`config.mk`:
```
export PLATFORM = sky130hd
export DESIGN_NAME = wdw_core
export DESIGN_NICKNAME = d
export VERILOG_FILES = /design/src/common/wdw_pkg.sv /design/src/hdl/wdw_core.sv
export SDC_FILE = /design/constraint.sdc
export NUM_CORES = 1
export LEC_CHECK = 0
export ABC_CLOCK_PERIOD_IN_PS = 2700
export BUFFER_PORTS_ARGS = -buffer_cell sky130_fd_sc_hd__buf_2
export CORE_MARGIN = 3
export CORE_UTILIZATION = 40
export CTS_CLUSTER_SIZE = 25
export DETAILED_ROUTE_END_ITERATION = 10
export HOLD_SLACK_MARGIN = 0.03
export PLACE_DENSITY = 0.63
export SLEW_MARGIN = 0
export SYNTH_ARGS = -nofsm -noshare
export SYNTH_HDL_FRONTEND = slang
export SYNTH_SLANG_ARGS = --single-unit
```
`constraint.sdc`:
```
create_clock -name pclk -period 2.7 [get_ports pclk]
set_input_delay 0.81 -clock pclk [delete_from_list [all_inputs] [get_ports pclk]]
set_output_delay 0.81 -clock pclk [all_outputs]
set_load 0.05 [all_outputs]
```
`src/common/wdw_pkg.sv`:
```
// Constants, types and register map of the watchdog and wake-up block
package wdw_pkg;
  // Register byte offsets
  localparam logic [7:0] OFS_WDCTL = 8'h00;
  localparam logic [7:0] OFS_FLAGS = 8'h04;
  localparam logic [7:0] OFS_STAT = 8'h08;
  localparam logic [7:0] OFS_WAKE = 8'h0C;
  localparam logic [7:0] OFS_OSC = 8'h10;
  // watchdog_control layout and values
  localparam logic [7:0] WDCTL_RESET = 8'h53;
  localparam int KEY_LSB = 3;
  localparam int KEY_MSB = 7;
  localparam int PER_MSB = 2;
  localparam logic [4:0] KEY_DISABLE = 5'h15;
  localparam logic [4:0] KEY_ENABLE = 5'h0A;
  // system_reset_flags bit positions
  localparam int FLG_KEY = 0;
  localparam int FLG_SYSKEEP = 7;
  // Status register bit positions
  localparam int ST_EXPIRY = 0;
  localparam int ST_PDF = 1;
  localparam int ST_FAST = 2;
  localparam int ST_SLOW = 3;
  localparam int ST_SLOWRC = 4;
  // Oscillator configuration bit positions
  localparam int OSC_FAST_START_ENABLE = 0;
  localparam int OSC_FXTAL = 1;
  localparam int OSC_SXTAL = 2;
  // Counter width and key-reset delay in slow RC edges
  localparam int CNT_W = 18;
  localparam logic [1:0] KEY_RST_TICKS = 2'h2;
  // Power states, one-hot
  typedef enum logic [4:0] {
    PS_RUN = 5'h01,
    PS_IDLE = 5'h02,
    PS_LSLEEP = 5'h04,
    PS_DSLEEP = 5'h08,
    PS_FSST = 5'h10
  } wdw_pstate_t;
  // Pulses from the processor core
  typedef struct packed {
    logic halt;
    logic clear_watchdog_instruction;
    logic idle_sel;
  } wdw_core_ev_t;
  // Pulses back to the processor core
  typedef struct packed {
    logic resume_next;
    logic irq_service;
    logic pc_sp_reset;
    logic sys_reset;
  } wdw_wake_t;
  // Period code to exponent: 8,10,12,14,15,16,17,18
  function automatic logic [4:0] wdw_period_exp(input logic [2:0] code);
    logic [4:0] e;
    e = 5'h08;
    case (code)
      3'h0: e = 5'h08;
      3'h1: e = 5'h0A;
      3'h2: e = 5'h0C;
      3'h3: e = 5'h0E;
      3'h4: e = 5'h0F;
      3'h5: e = 5'h10;
      3'h6: e = 5'h11;
      default: e = 5'h12;
    endcase
    return e;
  endfunction
endpackage

```
`src/hdl/wdw_core.sv`:
```
// Watchdog timer with keyed control and low-power wake-up sequencing
`timescale 1ns/100ps
`default_nettype none
module wdw_core #(
  parameter int PORTA_W = 8,
  parameter int IRQ_W = 4,
  parameter int FAST_SST_CYC = 16,
  parameter int SLOW_SST_TICKS = 1024
) (
  input wire logic pclk,
  input wire logic presetn,
  input wire logic ce,
  input wire logic psel,
  input wire logic penable,
  input wire logic pwrite,
  input wire logic [7:0] paddr,
  input wire logic [31:0] pwdata,
  input wire logic [3:0] pstrb,
  output logic [31:0] prdata,
  output logic pready,
  output logic pslverr,
  input wire logic slow_rc_pin,
  input wire logic slow_xtal_pin,
  input wire logic [PORTA_W-1:0] porta_pin,
  input wire wdw_pkg::wdw_core_ev_t core_ev,
  input wire logic [IRQ_W-1:0] irq_req,
  input wire logic [IRQ_W-1:0] irq_en,
  input wire logic stack_full,
  output wdw_pkg::wdw_wake_t wake_out,
  output logic core_run,
  output logic fast_osc_on,
  output logic fast_osc_stable_flag,
  output logic sysclk_from_slow_rc,
  output logic slow_clk_run
);
  import wdw_pkg::*;

  // Parameter checks, refused at elaboration (16-bit start-up counter)
  if (PORTA_W < 1 || PORTA_W > 8) begin
    $error("PORTA_W must be 1 to 8");
  end
  if (IRQ_W < 1 || FAST_SST_CYC < 1 || FAST_SST_CYC > 65535) begin
    $error("IRQ_W or FAST_SST_CYC out of range");
  end
  if (SLOW_SST_TICKS < 1 || SLOW_SST_TICKS > 65535) begin
    $error("SLOW_SST_TICKS out of range");
  end

  localparam int PW = PORTA_W + 2;
  localparam logic [15:0] FAST_LAST = 16'(FAST_SST_CYC - 1);
  localparam logic [15:0] SLOW_LAST = 16'(SLOW_SST_TICKS - 1);

  logic [PW-1:0] pin_s1_q, pin_s2_q, pin_s3_q;
  logic [7:0] wdctl_q, wake_en_q;
  logic key_flag_q, syskeep_q, expiry_q, pdf_q;
  logic fast_start_enable_q, fxtal_q, sxtal_q;
  logic [1:0] keyc_q;
  logic [CNT_W-1:0] cnt_q;
  logic [IRQ_W-1:0] irq_wmask_q;
  wdw_pstate_t state_q, state_d;
  logic [15:0] sst_q;
  logic fast_stable_q, slow_stable_q, slow_rc_sys_q;
  wdw_wake_t wake_q, pend_q, kind_d;
  logic [31:0] prdata_q;

  // Two-stage synchronisers plus an edge stage on slow clocks and Port A
  always_ff @(posedge pclk or negedge presetn) begin
    if (!presetn) begin
      pin_s1_q <= '0;
      pin_s2_q <= '0;
      pin_s3_q <= '0;
    end else if (ce) begin
      pin_s1_q <= {slow_xtal_pin, slow_rc_pin, porta_pin};
      pin_s2_q <= pin_s1_q;
      pin_s3_q <= pin_s2_q;
    end
  end

  // Edge detection and clock selection
  wire rc_tick = pin_s2_q[PORTA_W] & ~pin_s3_q[PORTA_W];
  wire xtal_tick = pin_s2_q[PORTA_W+1] & ~pin_s3_q[PORTA_W+1];
  wire [4:0] key = wdctl_q[KEY_MSB:KEY_LSB];
  wire wd_en = (key == KEY_ENABLE);
  wire key_ok = wd_en | (key == KEY_DISABLE);
  wire slow_tick = wd_en & (sxtal_q ? xtal_tick : rc_tick);
  wire [4:0] per_exp = wdw_period_exp(wdctl_q[PER_MSB:0]);
  wire [CNT_W-1:0] per_mask = ~({CNT_W{1'b1}} << per_exp);
  wire ovf = slow_tick & (cnt_q == per_mask);
  wire key_fire = ~key_ok & rc_tick & (keyc_q == KEY_RST_TICKS - 2'h1);
  wire sleeping = (state_q == PS_IDLE) | (state_q == PS_LSLEEP) |
                  (state_q == PS_DSLEEP);

  // Per-pin wake enables on falling edges
  logic [PORTA_W-1:0] pin_wake;
  genvar gi;
  generate
    for (gi = 0; gi < PORTA_W; gi++) begin : g_pin
      assign pin_wake[gi] = wake_en_q[gi] & pin_s3_q[gi] & ~pin_s2_q[gi];
    end
  endgenerate

  // Wake sources
  wire [IRQ_W-1:0] irq_wake = irq_req & irq_wmask_q;
  wire any_pin = |pin_wake;
  wire any_irq = |irq_wake;
  wire irq_take = |(irq_wake & irq_en) & ~stack_full;
  wire wake_now = sleeping & (ovf | any_pin | any_irq);
  wire fast_start = (state_q == PS_LSLEEP) & fast_start_enable_q & fxtal_q;

  // Kind of wake-up reported to the core
  always_comb begin
    kind_d = '0;
    if (ovf) begin
      kind_d.pc_sp_reset = 1'b1;
    end else if (any_pin) begin
      kind_d.resume_next = 1'b1;
    end else if (irq_take) begin
      kind_d.irq_service = 1'b1;
    end else begin
      kind_d.resume_next = 1'b1;
    end
  end

  // Next power state
  always_comb begin
    state_d = state_q;
    case (state_q)
      PS_RUN: begin
        if (core_ev.halt) begin
          if (core_ev.idle_sel) begin
            state_d = PS_IDLE;
          end else if (wd_en) begin
            state_d = PS_LSLEEP;
          end else begin
            state_d = PS_DSLEEP;
          end
        end
      end
      PS_IDLE, PS_LSLEEP, PS_DSLEEP: begin
        if (wake_now) begin
          state_d = (fast_stable_q | fast_start) ? PS_RUN : PS_FSST;
        end
      end
      PS_FSST: begin
        if (fast_stable_q) begin
          state_d = PS_RUN;
        end
      end
      default: state_d = PS_RUN;
    endcase
  end

  // Fast oscillator runs in run, start-up and idle with clock kept
  assign fast_osc_on = (state_q == PS_RUN) | (state_q == PS_FSST) |
                       ((state_q == PS_IDLE) & syskeep_q);

  // Power state and wake pulses
  always_ff @(posedge pclk or negedge presetn) begin
    if (!presetn) begin
      state_q <= PS_RUN;
      wake_q <= '0;
      pend_q <= '0;
      irq_wmask_q <= '0;
    end else if (ce) begin
      state_q <= state_d;
      wake_q <= '0;
      wake_q.sys_reset <= key_fire | (ovf & (state_q == PS_RUN));
      if (core_ev.halt && state_q == PS_RUN) begin
        irq_wmask_q <= ~irq_req;
      end
      if (wake_now && state_d == PS_RUN) begin
        wake_q.resume_next <= kind_d.resume_next;
        wake_q.irq_service <= kind_d.irq_service;
        wake_q.pc_sp_reset <= kind_d.pc_sp_reset;
      end else if (wake_now) begin
        pend_q <= kind_d;
      end else if (state_q == PS_FSST && state_d == PS_RUN) begin
        wake_q.resume_next <= pend_q.resume_next;
        wake_q.irq_service <= pend_q.irq_service;
        wake_q.pc_sp_reset <= pend_q.pc_sp_reset;
      end
    end
  end

  // Shared start-up counter: fast phase in pclk, then slow crystal phase
  always_ff @(posedge pclk or negedge presetn) begin
    if (!presetn) begin
      sst_q <= '0;
      fast_stable_q <= 1'b0;
      slow_stable_q <= 1'b0;
      slow_rc_sys_q <= 1'b0;
    end else if (ce) begin
      if (!fast_osc_on) begin
        fast_stable_q <= 1'b0;
        sst_q <= '0;
      end else if (!fast_stable_q) begin
        sst_q <= (sst_q == FAST_LAST) ? 16'h0000 : sst_q + 16'h0001;
        fast_stable_q <= (sst_q == FAST_LAST);
      end else if (sxtal_q && wd_en && !slow_stable_q && xtal_tick) begin
        sst_q <= sst_q + 16'h0001;
        slow_stable_q <= (sst_q == SLOW_LAST);
      end
      if (!wd_en || state_q == PS_DSLEEP) begin
        slow_stable_q <= 1'b0;
      end
      if (wake_now && fast_start && !fast_stable_q) begin
        slow_rc_sys_q <= 1'b1;
      end else if (fast_stable_q) begin
        slow_rc_sys_q <= 1'b0;
      end
    end
  end

  // Key invalid counter in slow RC edges
  always_ff @(posedge pclk or negedge presetn) begin
    if (!presetn) begin
      keyc_q <= '0;
    end else if (ce) begin
      if (key_ok || key_fire) begin
        keyc_q <= '0;
      end else if (rc_tick) begin
        keyc_q <= keyc_q + 2'h1;
      end
    end
  end

  // Watchdog counter
  always_ff @(posedge pclk or negedge presetn) begin
    if (!presetn) begin
      cnt_q <= '0;
    end else if (ce) begin
      if (key_fire || core_ev.clear_watchdog_instruction || core_ev.halt || ovf) begin
        cnt_q <= '0;
      end else if (slow_tick && state_q != PS_DSLEEP) begin
        cnt_q <= cnt_q + 18'h00001;
      end
    end
  end

  // APB decode
  wire apb_wr = psel & penable & pwrite & pstrb[0] & ce;
  wire hit_wdctl = (paddr == OFS_WDCTL);
  wire hit_flags = (paddr == OFS_FLAGS);
  wire hit_stat = (paddr == OFS_STAT);
  wire hit_wake = (paddr == OFS_WAKE);
  wire hit_osc = (paddr == OFS_OSC);
  wire mapped = hit_wdctl | hit_flags | hit_stat | hit_wake | hit_osc;
  wire [7:0] flags_rd = {syskeep_q, 6'h00, key_flag_q};
  wire [7:0] stat_rd = {3'h0, slow_rc_sys_q, slow_stable_q, fast_stable_q,
                        pdf_q, expiry_q};
  wire [7:0] osc_rd = {5'h00, sxtal_q, fxtal_q, fast_start_enable_q};
  wire [7:0] rd_sel = hit_wdctl ? wdctl_q : hit_flags ? flags_rd :
                      hit_stat ? stat_rd : hit_wake ? wake_en_q :
                      hit_osc ? osc_rd : 8'h00;
  assign pready = 1'b1;
  assign pslverr = psel & penable & ~mapped;

  // Read data latched in the setup cycle
  always_ff @(posedge pclk or negedge presetn) begin
    if (!presetn) begin
      prdata_q <= '0;
    end else if (ce && psel && !penable) begin
      prdata_q <= {24'h000000, rd_sel};
    end
  end

  // Software registers
  always_ff @(posedge pclk or negedge presetn) begin
    if (!presetn) begin
      wdctl_q <= WDCTL_RESET;
      wake_en_q <= '0;
      syskeep_q <= 1'b0;
      fast_start_enable_q <= 1'b0;
      fxtal_q <= 1'b0;
      sxtal_q <= 1'b0;
    end else if (ce) begin
      if (key_fire) begin
        wdctl_q <= WDCTL_RESET;
      end else if (apb_wr && hit_wdctl) begin
        wdctl_q <= pwdata[7:0];
      end
      if (apb_wr && hit_wake) begin
        wake_en_q <= pwdata[7:0];
      end
      if (apb_wr && hit_flags) begin
        syskeep_q <= pwdata[FLG_SYSKEEP];
      end
      if (apb_wr && hit_osc) begin
        fast_start_enable_q <= pwdata[OSC_FAST_START_ENABLE];
        fxtal_q <= pwdata[OSC_FXTAL];
        sxtal_q <= pwdata[OSC_SXTAL];
      end
    end
  end

  // Reset-cause flags; hardware set wins over clear
  always_ff @(posedge pclk or negedge presetn) begin
    if (!presetn) begin
      key_flag_q <= 1'b0;
      expiry_q <= 1'b0;
      pdf_q <= 1'b0;
    end else if (ce) begin
      if (key_fire) begin
        key_flag_q <= 1'b1;
      end else if (apb_wr && hit_flags && !pwdata[FLG_KEY]) begin
        key_flag_q <= 1'b0;
      end
      if (ovf) begin
        expiry_q <= 1'b1;
      end else if (core_ev.halt) begin
        expiry_q <= 1'b0;
      end
      if (core_ev.halt) begin
        pdf_q <= 1'b1;
      end else if (core_ev.clear_watchdog_instruction) begin
        pdf_q <= 1'b0;
      end
    end
  end

  // Outputs
  assign prdata = prdata_q;
  assign wake_out = wake_q;
  assign core_run = (state_q == PS_RUN);
  assign fast_osc_stable_flag = fast_stable_q;
  assign sysclk_from_slow_rc = slow_rc_sys_q;
  assign slow_clk_run = wd_en;
endmodule
`default_nettype wire

```
==> parameters.txt <==
Parameter                              Value

Run status
  Status ... finished, final reports clean

STA
  Setup-violating endpoint count in the final report ... 0
  Max Clock Freq ... 375 MHz
  Number of max-slew violations in the final report ... 0
  Total count of hold-check failures in the final report ... 0
  Minimum clock period ... 2.67 ns
  Relative slew margins ... 49.2%
  Final period utilization ... 98.8%
  Actual slew at the worst max-slew pin ... 0.759 ns
  Final-layout setup total negative slack ... 0 ns
  Final clock skew ... 0.00980 ns
  Unrepaired setup endpoints after global routing ... true

Place
  Dpl hpwl ... 10500 microns
  Routability-driven placement congestion ratio ... 0.858
  # port buffers ... 62
  Cell area after placement ... 6580 sq um

Critical path
  Critical path launch point ... paddr[7]
  Reg-to-reg critical path startpoint ... wdctl_q[0]
  Critical Path Start Type ... primary input
  Top fanout value on the critical path ... 3
  Critical Setup Path Class ... in2out
  Critical path endpoint category ... primary output
  Required time of the critical path ... 1.89 ns
  Data arrival, critical path ... 1.86 ns

CTS
  TritonCTS Buffers ... 17
  Clock latency of the later-clocked register in the worst-skew pair ... 0.42 ns
  Clock tree from TritonCTS ... yes
  Max clock buf depth ... 2
  Total of hold buffers inserted after clock tree synthesis ... 0
  CTS clk-pin slew, worst paths ... 0.05 ns
  Library cell used as clock root buffer ... sky130_fd_sc_hd__clkbuf_16
  Sinks on Clock Net ... 116
  H-tree levels ... 4

Routing
  DRT Wirelength ... 14400 microns
  Wire per inst ... 16.3 microns
  Pre-antenna DRT Iters ... 5
  Number of nets still failing antenna checks after routing ... 0
  Vias per std cell ... 5.37
  Number of vias after detailed routing ... 4734
  Remaining DRCs ... 0
  Starting DRC count in detailed routing ... 268

Floorplan
  Floorplan row count ... 44
  Area of the placeable core ... 14600 sq um
  Starting density of the core ... 41.3%
  Io pins ... 115
  Die outline height ... 129 microns
  Area enclosed by the die boundary ... 16600 sq um
  DIE WIDTH ... 129 microns

Power
  Leakage Power ... 0.00324 uW
  Pwr per Cell Area ... 796 nW/um^2
  Maximum resistive drop on vdd ... 0.000456 V

Global routing
  Leftover overflow at the end of global routing ... 0
  Global router's overall resource usage ... 18.3%
  Initial antenna violation count ... 0
  M3 GR Usage ... 5.32%
  GR Util met2 ... 29.4%
  Top Usage Layer GRT ... met2
  Wire length of the first global-routing pass ... 24100 microns
  GR met1 Demand/Resource ... 23.7%
  Via count of the first global-routing pass ... 4796
  Largest net degree at the start of global routing ... 44

Layout
  Filler Cells Inserted ... 1345
  Area growth from synthesis to layout ... 19.3%
  Layout cell share with drive strength beyond 1 ... 25.6%
  Multi-input gate area ... 2920 sq um
  Sequential cell area in the final layout ... 2910 sq um
  Antenna cell count ... 0
  Net count of the finished layout ... 761
  Finished layout cell area ... 7220 sq um

Synthesis
  Sequential-to-total area share from yosys stat ... 48.0%
  Count of synthesis-stage warnings from yosys ... 0
  Number of instances in the synthesized netlist ... 603
  FF+latch count, synth ... 116
  Distinct cell type count of the synthesized netlist ... 68
  Synth Area per Inst ... 10.0 sq um
  Syn Std Cell Area ... 6050 sq um
  Share of synthesized registers carrying an async set or reset ... 100%
  Most used DFF post-synth ... sky130_fd_sc_hd__dfrtp_1
  Number of enable flip-flop cells after synthesis ... 0

Min path
  Worst hold path class ... in2async

Job
  Number of violations of the max-capacitance limit ... 0
==> final timing paths <==
path                            slack, ns          end  depth (start not counted)
worst max-delay path                 0.03      pslverr                          5
worst min-delay path                 0.39    prdata[7]                          1
worst max register to register       0.34     cnt_q[5]                          7
worst min register to register       0.47    prdata[7]                          2
max in group asynchronous            1.62  pin_s3_q[9]                          2
min in group pclk                    0.47    prdata[7]                          2
==> registers in the layout (all words and copies together), names as in the netlist, 2 cells and up <==
| signal | count |
|---|---|
| cnt_q | 18 |
| irq_wmask_q | 4 |
| keyc_q | 2 |
| pend_q | 3 |
| pin_s1_q | 10 |
| pin_s2_q | 10 |
| pin_s3_q | 10 |
| prdata | 8 |
| sst_q | 16 |
| state_q | 5 |
| wake_en_q | 8 |
| wake_out | 4 |
| wdctl_q | 8 |
==> synthesized netlist by cell type (14+ instances only) <==
cell type / n / area (sq um)
sky130_fd_sc_hd__buf_4: 26 / 195
sky130_fd_sc_hd__dfrtp_1: 111 / 2780
sky130_fd_sc_hd__inv_1: 14 / 52.6
sky130_fd_sc_hd__mux2_2: 43 / 484
sky130_fd_sc_hd__nand2_1: 74 / 278
sky130_fd_sc_hd__nand3_1: 23 / 115
sky130_fd_sc_hd__nand4_1: 19 / 119
sky130_fd_sc_hd__nor2_1: 60 / 225
sky130_fd_sc_hd__nor3_1: 15 / 75.1
sky130_fd_sc_hd__o21ai_0: 30 / 150
sky130_fd_sc_hd__xor2_1: 21 / 184
==> cell families after synthesis <==
| family | synth area share, % |
|---|---|
| other | 0.124 |
| and+or+nand+nor | 21.3 |
| adders and majority gates | 0.827 |
| AOI/OAI and AO/OA | 10.8 |
| DFF | 48.0 |
| xor gates and xnor gates | 3.91 |
| buffers and inverters | 5.62 |
| muxes | 9.32 |
==> routing by layer <==
| metal | up-vias | wire (microns) |
|---|---|---|
| li1 | 2298 | - |
| met5 | - | 0 |
| met2 | 94 | 7030 |
| met4 | 0 | 190 |
| met1 | 2331 | 6570 |
| met3 | 11 | 592 |
==> report_power, final <==
group | switching, uW | internal (uW)
sequential | 213 | 1990
clock | 775 | 1490
combinational | 834 | 450
==> critical path, cell delays in order <==
cell and delay [ns]:
sky130_fd_sc_hd__buf_6 0.09, sky130_fd_sc_hd__or4_4 0.57, sky130_fd_sc_hd__nor3_4 0.17, sky130_fd_sc_hd__nor3_2 0.06
sky130_fd_sc_hd__buf_6 0.15
==> through the flow <==
| step | setup slack (ns) | cells | utilization, % | total power, uW | hold slack, ns |
|---|---|---|---|---|---|
| after detailed placement | -0.143 | 849 | 45.0 | 3480 | 0.462 |
| after global placement | -0.119 | 849 | 45.0 | 3430 | 0.460 |
| after CTS | -0.00148 | 882 | 49.2 | 5770 | 0.392 |
| after floorplan | -0.00874 | 626 | - | 3130 | 0.443 |
| after global routing | -0.0237 | 882 | 49.3 | 6050 | 0.421 |
| final | 0.0314 | 882 | 49.3 | 5750 | 0.388 |
==> area by class of cell <==
class | count | area share [%]
Inverter | 15 | 0.780
Tap cell | 184 | 3.19
Timing Repair Buffer | 84 | 7.00
Clock inverter | 10 | 1.85
Sequential cell | 116 | 40.3
Clock buffer | 22 | 6.43
Multi-Input combinational cell | 451 | 40.5
==> cell usage in the layout (no fill, tap or decap), types with 3 or more instances in the layout <==
cell type	count
sky130_fd_sc_hd__mux2i_1	8
sky130_fd_sc_hd__a21oi_1	4
sky130_fd_sc_hd__nand4_1	19
sky130_fd_sc_hd__nand2_1	74
sky130_fd_sc_hd__conb_1	25
sky130_fd_sc_hd__nor3_1	13
sky130_fd_sc_hd__bufinv_16	3
sky130_fd_sc_hd__dfrtp_1	111
sky130_fd_sc_hd__buf_2	58
sky130_fd_sc_hd__nor2b_1	4
sky130_fd_sc_hd__nand3b_1	5
sky130_fd_sc_hd__o31ai_1	5
sky130_fd_sc_hd__a31oi_1	6
sky130_fd_sc_hd__clkinv_2	4
sky130_fd_sc_hd__a22oi_1	6
sky130_fd_sc_hd__and2_1	4
sky130_fd_sc_hd__and3_1	8
sky130_fd_sc_hd__inv_1	14
sky130_fd_sc_hd__nor3_2	4
sky130_fd_sc_hd__ha_1	4
sky130_fd_sc_hd__xnor2_1	6
sky130_fd_sc_hd__nor2_1	59
sky130_fd_sc_hd__clkbuf_1	3
sky130_fd_sc_hd__xor2_1	21
sky130_fd_sc_hd__and4_1	7
sky130_fd_sc_hd__o221ai_1	4
sky130_fd_sc_hd__nand3_1	23
sky130_fd_sc_hd__o21ai_0	30
sky130_fd_sc_hd__mux2_2	43
sky130_fd_sc_hd__o211ai_1	3
sky130_fd_sc_hd__o22ai_1	5
sky130_fd_sc_hd__nor4_1	6
sky130_fd_sc_hd__a22o_1	5
sky130_fd_sc_hd__dfstp_2	5
sky130_fd_sc_hd__nand4b_1	3
sky130_fd_sc_hd__o2bb2ai_1	4
sky130_fd_sc_hd__clkbuf_16	17
sky130_fd_sc_hd__buf_4	22
==> what timing repair did <==
item,4_1_cts,5_1_grt
hold endpoints to repair,0,0
gates cloned,0,0
setup endpoints to repair,2,2
setup buffers,1,0
pin swaps,1,0
gates resized for setup,4,4
Power figures use the tool's default switching activity.
